`config.mk`:
```
export PLATFORM = sky130hd
export DESIGN_NAME = awsc_area_wait_ctrl
export DESIGN_NICKNAME = d
export VERILOG_FILES = /design/src/hdl/awsc_cycle_timer.v /design/src/hdl/awsc_area_wait_ctrl.v
export VERILOG_INCLUDE_DIRS = /design/src /design/src/common
export SDC_FILE = /design/constraint.sdc
export NUM_CORES = 1
export LEC_CHECK = 0
export CORE_MARGIN = 2
export CORE_UTILIZATION = 33
export DETAILED_ROUTE_END_ITERATION = 8
export DONT_BUFFER_PORTS = 1
export SLEW_MARGIN = 20
export SYNTH_ARGS = -nofsm -noshare
export SYNTH_HDL_FRONTEND = slang
export SYNTH_SLANG_ARGS = --single-unit
```
`constraint.sdc`:
```
create_clock -name aclk -period 2.3 [get_ports aclk]
set_input_delay 0.23 -clock aclk [delete_from_list [all_inputs] [get_ports aclk]]
set_output_delay 0.23 -clock aclk [all_outputs]
set_load 0.05 [all_outputs]
```
`src/common/awsc_consts.vh`:
```
// Contract
// RULE1: Areas 0 and 5 decode their 3-bit wait code into 0, 1, 2, 3, 4, 6, 8 or 10 first-cycle waits and reset to the 10-wait code.
// RULE2: Areas 0 and 5 ignore the external wait input in the first cycle at code 000 and honour it for every other code.
// RULE3: Area 0 and 5 burst transfers after the first take 2, 2, 3, 4, 4, 6, 8 or 10 states with the wait input always honoured.
// RULE4: Area 4 inserts 0, 1, 2, 3, 4, 6, 8 or 10 waits for its 3-bit code, resets to the 10-wait code and has no burst pitch.
// RULE5: Area 4 ignores the external wait input at code 000 and honours it for all other codes.
// RULE6: Area 3 with normal memory inserts 0 to 3 waits for its 2-bit code, ignores the wait input at 00 and resets to 3 waits.
// RULE7: Area 3 honours the wait input only for normal memory and ignores it for dynamic, synchronous dynamic or pseudo-static memory.
// RULE8: Area 3 with dynamic, synchronous dynamic or pseudo-static memory takes 1, 1, 2 or 3 cycles of strobe period or latency per code.
// RULE9: Areas 1 and 2 with normal memory share a 2-bit code giving 0 to 3 waits, ignore the wait input at 00 and reset to 3 waits.
// RULE10: Areas 1 and 2 ignore the wait input whenever dynamic or synchronous dynamic memory is configured there.
// RULE11: Areas 1 and 2 with dynamic memory take 1, 1, 2 or 3 cycles of strobe period or latency per shared code.
// RULE12: An external memory whose wait input is honoured holds it asserted to stretch the access and releases it when data is ready.
`ifndef AWSC_CONSTS_VH
`define AWSC_CONSTS_VH

// Register byte offsets.
`define AWSC_OFF_WAIT_CTRL 4'h0
`define AWSC_OFF_MEM_TYPE 4'h4
`define AWSC_OFF_STATUS 4'h8

// Reset values.
`define AWSC_WAIT_CTRL_RST 16'hFFFF
`define AWSC_MEM_TYPE_RST 4'h0

// Wait control field positions (low bit of each field).
`define AWSC_A0_LSB 0
`define AWSC_A12_LSB 3
`define AWSC_A3_LSB 5
`define AWSC_A4_LSB 7
`define AWSC_A5_LSB 10
`define AWSC_A6_LSB 13

// Memory type field positions and codes.
`define AWSC_MT_A3_LSB 0
`define AWSC_MT_A12_LSB 2
`define AWSC_MT_NORMAL 2'h0

// Bus answers.
`define AWSC_RESP_OKAY 2'h0
`define AWSC_RESP_DECERR 2'h3

`endif

```
`src/hdl/awsc_cycle_timer.v`:
```
`default_nettype none

// Counts down the states of one transfer and measures how long it really took.
module awsc_cycle_timer #(
  parameter CW = 4,
  parameter EW = 8
) (
  // Clock and reset.
  input wire aclk,
  input wire aresetn,
  // Control.
  input wire load,
  input wire [CW-1:0] load_val,
  // Status.
  output wire expired,
  output reg [EW-1:0] elapsed_reg
);

  reg [CW-1:0] count_reg;
  reg [CW-1:0] count_next;
  reg [EW-1:0] elapsed_next;

  // A load restarts both the countdown and the measured length.
  always @* begin
    count_next = count_reg;
    elapsed_next = elapsed_reg;
    if (load) begin
      count_next = load_val;
      elapsed_next = {{(EW-1){1'b0}}, 1'b1};
    end else begin
      if (count_reg != {CW{1'b0}}) begin
        count_next = count_reg - {{(CW-1){1'b0}}, 1'b1};
      end
      if (elapsed_reg != {EW{1'b1}}) begin
        elapsed_next = elapsed_reg + {{(EW-1){1'b0}}, 1'b1};
      end
    end
  end

  // State update.
  always @(posedge aclk) begin
    if (!aresetn) begin
      count_reg <= {CW{1'b0}};
      elapsed_reg <= {EW{1'b0}};
    end else begin
      count_reg <= count_next;
      elapsed_reg <= elapsed_next;
    end
  end

  assign expired = (count_reg == {CW{1'b0}});

endmodule

`default_nettype wire

```
`src/hdl/awsc_area_wait_ctrl.v`:
```
// Register access over AXI4-Lite and the register addresses were decided locally.
`include "awsc_consts.vh"
`default_nettype none

// Per-area wait-state generator with an AXI4-Lite register slave.
module awsc_area_wait_ctrl #(
  parameter BEAT_W = 2
) (
  // Clock and reset.
  input wire aclk,
  input wire aresetn,
  // AXI4-Lite write address.
  input wire awvalid,
  output wire awready,
  input wire [3:0] awaddr,
  // AXI4-Lite write data.
  input wire wvalid,
  output wire wready,
  input wire [31:0] wdata,
  input wire [3:0] wstrb,
  // AXI4-Lite write response.
  output reg bvalid,
  input wire bready,
  output reg [1:0] bresp,
  // AXI4-Lite read address.
  input wire arvalid,
  output wire arready,
  input wire [3:0] araddr,
  // AXI4-Lite read data.
  output reg rvalid,
  input wire rready,
  output reg [31:0] rdata,
  output reg [1:0] rresp,
  // Access request from the bus state machine.
  input wire acc_start,
  input wire [2:0] acc_area,
  input wire [BEAT_W-1:0] acc_beats,
  output wire acc_ready,
  // External wait input, low while the memory wants more time.
  input wire ext_wait_n,
  // Access progress.
  output reg xfer_strobe_reg,
  output reg acc_done_reg,
  output reg wait_honoured_reg,
  // Dynamic memory strobe period or latency for areas 3 and 1-2.
  output reg [1:0] area3_cas_cycles_reg,
  output reg [1:0] area12_cas_cycles_reg
);

  // One-hot access states.
  localparam [2:0] ST_IDLE = 3'b001;
  localparam [2:0] ST_FIRST = 3'b010;
  localparam [2:0] ST_BURST = 3'b100;

  // Decodes a 3-bit code into first-cycle wait states.
  function [3:0] waits3;
    input [2:0] code;
    begin
      case (code)
        3'h0: waits3 = 4'h0;
        3'h1: waits3 = 4'h1;
        3'h2: waits3 = 4'h2;
        3'h3: waits3 = 4'h3;
        3'h4: waits3 = 4'h4;
        3'h5: waits3 = 4'h6;
        3'h6: waits3 = 4'h8;
        default: waits3 = 4'hA;
      endcase
    end
  endfunction

  // Decodes a 3-bit code into states per burst transfer.
  function [3:0] pitch3;
    input [2:0] code;
    begin
      case (code)
        3'h0: pitch3 = 4'h2;
        3'h1: pitch3 = 4'h2;
        3'h2: pitch3 = 4'h3;
        3'h3: pitch3 = 4'h4;
        3'h4: pitch3 = 4'h4;
        3'h5: pitch3 = 4'h6;
        3'h6: pitch3 = 4'h8;
        default: pitch3 = 4'hA;
      endcase
    end
  endfunction

  // Decodes a 2-bit code into the dynamic memory period in cycles.
  function [1:0] dyn2;
    input [1:0] code;
    begin
      dyn2 = (code == 2'h0) ? 2'h1 : code;
    end
  endfunction

  // Registers.
  reg [15:0] wait_ctrl_reg;
  reg [3:0] mem_type_reg;
  reg [2:0] state_reg;
  reg [2:0] state_next;
  reg [2:0] area_reg;
  reg [BEAT_W-1:0] beats_left_reg;
  reg [BEAT_W-1:0] beats_left_next;
  reg honour_reg;
  reg honour_next;
  reg burst_pitch_mode_reg;
  reg burst_pitch_mode_next;

  // AXI holding registers.
  reg aw_held_reg;
  reg w_held_reg;
  reg [3:0] aw_addr_reg;
  reg [31:0] w_data_reg;
  reg [3:0] w_strb_reg;

  // Field views of the wait control and memory type registers.
  wire [2:0] a0_code = wait_ctrl_reg[`AWSC_A0_LSB +: 3];
  wire [1:0] a12_code = wait_ctrl_reg[`AWSC_A12_LSB +: 2];
  wire [1:0] a3_code = wait_ctrl_reg[`AWSC_A3_LSB +: 2];
  wire [2:0] a4_code = wait_ctrl_reg[`AWSC_A4_LSB +: 3];
  wire [2:0] a5_code = wait_ctrl_reg[`AWSC_A5_LSB +: 3];
  wire a3_dynamic = (mem_type_reg[`AWSC_MT_A3_LSB +: 2] != `AWSC_MT_NORMAL);
  wire a12_dynamic = (mem_type_reg[`AWSC_MT_A12_LSB +: 2] != `AWSC_MT_NORMAL);

  // Timer interface.
  reg timer_load;
  reg [3:0] timer_val;
  wire timer_expired;
  wire [7:0] last_len;

  awsc_cycle_timer #(
    .CW(4),
    .EW(8)
  ) u_timer (
    .aclk(aclk),
    .aresetn(aresetn),
    .load(timer_load),
    .load_val(timer_val),
    .expired(timer_expired),
    .elapsed_reg(last_len)
  );

  // First-cycle wait count and wait honour for the requested area.
  reg [3:0] first_waits;
  reg first_honour;
  reg first_has_pitch;
  always @* begin
    first_waits = 4'h0;
    first_honour = 1'b0;
    first_has_pitch = 1'b0;
    case (acc_area)
      3'h0: begin
        first_waits = waits3(a0_code); // [RULE1]
        first_honour = (a0_code != 3'h0); // [RULE2]
        first_has_pitch = 1'b1;
      end
      3'h5: begin
        first_waits = waits3(a5_code); // [RULE1]
        first_honour = (a5_code != 3'h0); // [RULE2]
        first_has_pitch = 1'b1;
      end
      3'h4: begin
        first_waits = waits3(a4_code); // [RULE4]
        first_honour = (a4_code != 3'h0); // [RULE5]
      end
      3'h3: begin
        if (a3_dynamic) begin
          first_waits = {2'h0, dyn2(a3_code)} - 4'h1; // [RULE8]
          first_honour = 1'b0; // [RULE7]
        end else begin
          first_waits = {2'h0, a3_code}; // [RULE6]
          first_honour = (a3_code != 2'h0); // [RULE6] [RULE7]
        end
      end
      3'h1, 3'h2: begin
        if (a12_dynamic) begin
          first_waits = {2'h0, dyn2(a12_code)} - 4'h1; // [RULE11]
          first_honour = 1'b0; // [RULE10]
        end else begin
          first_waits = {2'h0, a12_code}; // [RULE9]
          first_honour = (a12_code != 2'h0); // [RULE9]
        end
      end
      default: begin
        first_waits = 4'h0;
        first_honour = 1'b0;
      end
    endcase
  end

  // Pitch of later burst transfers for the latched area.
  wire [2:0] pitch_code = (area_reg == 3'h5) ? a5_code : a0_code;
  wire [3:0] burst_len = pitch3(pitch_code) - 4'h1; // [RULE3]

  // A transfer ends when its states are used up and no honoured wait holds it.
  wire stretched = honour_reg && !ext_wait_n; // [RULE12]
  wire xfer_end = timer_expired && !stretched;

  assign acc_ready = state_reg[0];

  // Access sequencing.
  always @* begin
    state_next = state_reg;
    beats_left_next = beats_left_reg;
    honour_next = honour_reg;
    burst_pitch_mode_next = burst_pitch_mode_reg;
    timer_load = 1'b0;
    timer_val = 4'h0;
    case (state_reg)
      ST_IDLE: begin
        if (acc_start) begin
          timer_load = 1'b1;
          timer_val = first_waits;
          honour_next = first_honour;
          burst_pitch_mode_next = first_has_pitch;
          beats_left_next = acc_beats;
          state_next = ST_FIRST;
        end
      end
      ST_FIRST, ST_BURST: begin
        if (xfer_end) begin
          if (beats_left_reg == {BEAT_W{1'b0}}) begin
            state_next = ST_IDLE;
          end else begin
            beats_left_next = beats_left_reg - {{(BEAT_W-1){1'b0}}, 1'b1};
            timer_load = 1'b1;
            state_next = ST_BURST;
            if (burst_pitch_mode_reg) begin
              timer_val = burst_len; // [RULE3]
              honour_next = 1'b1; // [RULE3]
            end else begin
              timer_val = first_waits_latched(area_reg);
            end
          end
        end
      end
      default: begin
        state_next = ST_IDLE;
      end
    endcase
  end

  // Later beats of areas without a pitch repeat the first-cycle timing.
  function [3:0] first_waits_latched;
    input [2:0] area;
    begin
      case (area)
        3'h4: first_waits_latched = waits3(a4_code);
        3'h3: first_waits_latched = a3_dynamic ? {2'h0, dyn2(a3_code)} - 4'h1
                                               : {2'h0, a3_code};
        3'h1, 3'h2: first_waits_latched = a12_dynamic ? {2'h0, dyn2(a12_code)} - 4'h1
                                                      : {2'h0, a12_code};
        default: first_waits_latched = 4'h0;
      endcase
    end
  endfunction

  // Access state and progress outputs.
  always @(posedge aclk) begin
    if (!aresetn) begin
      state_reg <= ST_IDLE;
      area_reg <= 3'h0;
      beats_left_reg <= {BEAT_W{1'b0}};
      honour_reg <= 1'b0;
      burst_pitch_mode_reg <= 1'b0;
      xfer_strobe_reg <= 1'b0;
      acc_done_reg <= 1'b0;
      wait_honoured_reg <= 1'b0;
      area3_cas_cycles_reg <= 2'h3;
      area12_cas_cycles_reg <= 2'h3;
    end else begin
      state_reg <= state_next;
      beats_left_reg <= beats_left_next;
      honour_reg <= honour_next;
      burst_pitch_mode_reg <= burst_pitch_mode_next;
      if (state_reg[0] && acc_start) begin
        area_reg <= acc_area;
      end
      xfer_strobe_reg <= !state_reg[0] && xfer_end;
      acc_done_reg <= !state_reg[0] && xfer_end && (beats_left_reg == {BEAT_W{1'b0}});
      wait_honoured_reg <= honour_next && (state_next != ST_IDLE);
      area3_cas_cycles_reg <= dyn2(a3_code); // [RULE8]
      area12_cas_cycles_reg <= dyn2(a12_code); // [RULE11]
    end
  end

  // Write channel: address and data are taken in either order.
  assign awready = !aw_held_reg && !bvalid;
  assign wready = !w_held_reg && !bvalid;
  wire do_write = aw_held_reg && w_held_reg && !bvalid;

  always @(posedge aclk) begin
    if (!aresetn) begin
      aw_held_reg <= 1'b0;
      w_held_reg <= 1'b0;
      aw_addr_reg <= 4'h0;
      w_data_reg <= 32'h0;
      w_strb_reg <= 4'h0;
      bvalid <= 1'b0;
      bresp <= `AWSC_RESP_OKAY;
      wait_ctrl_reg <= `AWSC_WAIT_CTRL_RST; // [RULE1] [RULE4] [RULE6] [RULE9]
      mem_type_reg <= `AWSC_MEM_TYPE_RST;
    end else begin
      if (awvalid && awready) begin
        aw_held_reg <= 1'b1;
        aw_addr_reg <= awaddr;
      end
      if (wvalid && wready) begin
        w_held_reg <= 1'b1;
        w_data_reg <= wdata;
        w_strb_reg <= wstrb;
      end
      if (do_write) begin
        aw_held_reg <= 1'b0;
        w_held_reg <= 1'b0;
        bvalid <= 1'b1;
        bresp <= `AWSC_RESP_OKAY;
        case (aw_addr_reg)
          `AWSC_OFF_WAIT_CTRL: begin
            if (w_strb_reg[0]) begin
              wait_ctrl_reg[7:0] <= w_data_reg[7:0];
            end
            if (w_strb_reg[1]) begin
              wait_ctrl_reg[15:8] <= w_data_reg[15:8];
            end
          end
          `AWSC_OFF_MEM_TYPE: begin
            if (w_strb_reg[0]) begin
              mem_type_reg <= w_data_reg[3:0];
            end
          end
          `AWSC_OFF_STATUS: begin
            bresp <= `AWSC_RESP_OKAY;
          end
          default: begin
            bresp <= `AWSC_RESP_DECERR;
          end
        endcase
      end else if (bvalid && bready) begin
        bvalid <= 1'b0;
      end
    end
  end

  // Read channel: one read at a time, data from a register.
  assign arready = !rvalid;

  always @(posedge aclk) begin
    if (!aresetn) begin
      rvalid <= 1'b0;
      rdata <= 32'h0;
      rresp <= `AWSC_RESP_OKAY;
    end else begin
      if (arvalid && arready) begin
        rvalid <= 1'b1;
        rresp <= `AWSC_RESP_OKAY;
        case (araddr)
          `AWSC_OFF_WAIT_CTRL: rdata <= {16'h0, wait_ctrl_reg};
          `AWSC_OFF_MEM_TYPE: rdata <= {28'h0, mem_type_reg};
          `AWSC_OFF_STATUS: rdata <= {16'h0, last_len, 1'b0, area_reg,
                                      honour_reg, state_reg};
          default: begin
            rdata <= 32'h0;
            rresp <= `AWSC_RESP_DECERR;
          end
        endcase
      end else if (rvalid && rready) begin
        rvalid <= 1'b0;
      end
    end
  end

endmodule

`default_nettype wire

```
==> impl_metrics.toml <==
[clock_tree]
htreeDepth = 3
clk_latency_ns = 0.35
path_clk_slew_ns = 0.07
cts_setup_buffers = 0
clock_sinks = 93
cts-buffers-inserted = 9
clockBufferDepth = 2
root_buffer = "clkbuf_16"
tritoncts = "yes"

[synth]
synth_warnings = 0
ys_seq_elements = 93
postSynth.asyncResetShare = 0
avgSynthCellArea_sq_um = 8.267
synth_edf_count = 0
yosysSeqAreaShare = 0.4117
synth_top_area_frac = 0.4117
syn_inst = 547
synth_area_leaders = "dfxtp_1, nand2_1, mux2i_1, a21oi_1, nor2_1"
synth-main-ff-cell = "dfxtp_1"
ys_types = 62
yosys.area.top_type = "dfxtp_1"
synth_area_sq_mm = 0.004522

[setup_path]
cpMaxStageDelayCell = "nor3b_2"
endpoint_kind = "flip-flop"
cp_cell_sequence = "inv_1, ha_1, nor3b_2, o2111ai_2, nor3_1, a31oi_1, o32ai_1"
cp.arrival_ns = 2.23
cp_num_buf_inv = 1
critPathLaunchType = "flip-flop"
crit_family = "simple AND/OR/NAND/NOR gates"
crit_fanout = 7
crit_type = "reg -> reg"
slowest_delay_ns = 0.41
required_ns = 2.56

[power]
power.internal_mw = 2.785
total_power_mw = 3.925
seqPwrFrac = 0.456
sw_frac_of_total = 0.2904
comb_power_share = 0.169
pwr-share-clk = 0.375
power_leakage_nw = 1.969
power_density_mw_per_mm2 = 786.0
vdd_drop_max_uv = 547.9
p_sw_mw = 1.140

[timing]
finClkSkew_ns = 0.004538
slew_headroom = 0.3733
setup_tns_ns = 0
fin_ws_ns = 0.3230
fmax_mhz = 505.8
tightest_slew_ns = 0.9369
setup_viol = 0
timing_hold_violations_final = 0
slew_violations = 0
post-route-period-util = 0.8596
rsz0062_at_grt = "false"
finalCriticalPeriod_ns = 1.977
whs_ns = 0.01018

[drt]
drt_iter0_markers = 221
drt-wirelength-per-cell_um = 15.57
routed_via_density = 5.163
postRouteAntennaNets = 0
vias = 3728
dr.pass1.iters = 4
drt-total-wl_um = 11240
route.detailed.drc = 0

[floorplanning]
start_util = 0.3401
die-area_sq_mm = 0.01465
die_w_um = 121.1
core_area_sq_mm = 0.01330
die_h_um = 121.1
fp-row-count = 42
io_pins = 107

[finish]
multi_input_area_sq_mm = 0.002389
drive_above_1_share = 0.07509
ff_latch_area_sq_mm = 0.001862
fillers = 1360
diodes = 0
syn2layout_area_growth_pct = 10.43
final_nets = 603
finalNonFillerCells = 722

[hold_path]
hp-class = "in -> reg"

[run]
cap_violations = 0

[global_route]
grt.total_usage = 0.1594
grt_pass1_wl_um = 18060
grt_max_degree = 40
antenna_found_initial = 0
grt-ovfl-total = 0
grt_pass1_vias = 3440

[placement]
routabilityCongestion = 0.8501
dp.cells = 698
post-place-ws_ns = 0.3318
portBuffers = 0
dpl.hpwl_um = 8145

[status]
status = "finished clean"
[synth_stat cells (all sizes together), types with 3 or more instances]
library cell	count
a211oi	3
a21oi	49
a22o	11
a22oi	5
a31oi	4
and2	4
and3	5
and4	3
buf	29
clkbuf	25
dfxtp	93
ha	4
inv	12
mux2i	35
nand2	103
nand2b	8
nand3	12
nand3b	6
nand4	3
nor2	37
nor2b	7
nor3	12
nor3b	5
nor4	5
o21ai	17
o32ai	3
or3	4
xnor2	4
xor2	6
[worst reg2reg max path, cell delays in order (launching register included)]
cell and delay (ns):
dfxtp_1 0.33, inv_1 0.08, ha_1 0.19, nor3b_2 0.41, o2111ai_2 0.31, nor3_1 0.27
a31oi_1 0.06, o32ai_1 0.23
[layout make-up]
class	count	share of cell area
Multi-Input combinational cell	403	0.4783
Sequential cell	93	0.3728
Clock buffer	10	0.04585
Tap cell	176	0.04410
Timing Repair Buffer	22	0.03708
Clock inverter	6	0.01278
Inverter	12	0.009020
[final timing paths]
check / startpoint / endpoint / slack (ns) / depth (start not counted)
worst max-delay path: u_timer.count_reg[0]$_SDFFE_PN0P_ / u_timer.count_reg[0]$_SDFFE_PN0P_ / 0.32 / 7
worst min-delay path: wdata[11] / w_data_reg[11]$_SDFFE_PN0P_ / 0.01 / 2
worst max register to register: u_timer.count_reg[0]$_SDFFE_PN0P_ / u_timer.count_reg[0]$_SDFFE_PN0P_ / 0.32 / 7
worst min register to register: w_data_reg[9]$_SDFFE_PN0P_ / w_data_reg[9]$_SDFFE_PN0P_ / 0.45 / 2
[power groups by stage]
stage               clock [mW]  combinational, mW  sequential, mW
global placement             0              0.624            1.82
finish                    1.47              0.663            1.79
CTS                       1.50              0.661            1.79
floorplan                    0              0.561            1.82
global route              1.57              0.746            1.80
detailed placement           0              0.641            1.83
[logic make-up after synthesis]
logic type                 Yosys count  share of synthesized area
muxes                               37                    0.08246
other                                1                  0.0008293
and+or+nand+nor                    223                     0.2374
adders and majority gates            4                    0.01107
xor gates and xnor gates            10                    0.01937
DFF                                 93                     0.4117
buffers and inverters               66                    0.07388
AOI/OAI and AO/OA                  113                     0.1633
[placed cells by master, fill, tap and decap left out, types with 3 or more instances in the layout]
master         Yosys  final
nand2_1          102    102
dfxtp_1           93     93
a21oi_1           49     49
nor2_1            37     37
mux2i_1           35     35
o21ai_0           17     17
conb_1             1     16
buf_4             18     14
nand3_1           12     12
inv_1             11     11
a22o_1            11     11
nor3_1            11     11
clkbuf_16          0      9
nand2b_1           8      8
dlygate4sd3_1      0      8
nor2b_1            7      7
xor2_1             6      6
nand3b_1           6      6
a22oi_1            5      5
and3_1             5      5
xnor2_1            4      4
or3_1              4      4
nor4_1             5      4
a31oi_1            4      4
and2_1             4      4
ha_1               4      4
nor3b_1            3      3
o32ai_1            3      3
and4_1             3      3
nand4_1            3      3
a211oi_1           3      3
[per-layer routing]
metal | vias to the layer above | global-route usage | wire length (um)
li1 | 1855 | - | -
met1 | 1740 | 0.2030 | 4991
met2 | 121 | 0.2535 | 5270
met3 | 12 | 0.04934 | 790
met4 | 0 | 0.05741 | 190
met5 | - | 0 | 0
[repair_timing]
item / 4_1_cts / 5_1_grt
endpoints found under the hold margin: 30 / 1
gates resized for setup: 0 / 0
hold buffers: 7 / 1
[stage by stage]
step | area (sq um) | util
floorplan | 4578 | -
global placement | 4621 | 0.3475
detailed placement | 4621 | 0.3475
CTS | 4984 | 0.3748
global route | 4994 | 0.3756
finish | 4994 | 0.3756
Power figures use the tool's default switching activity.
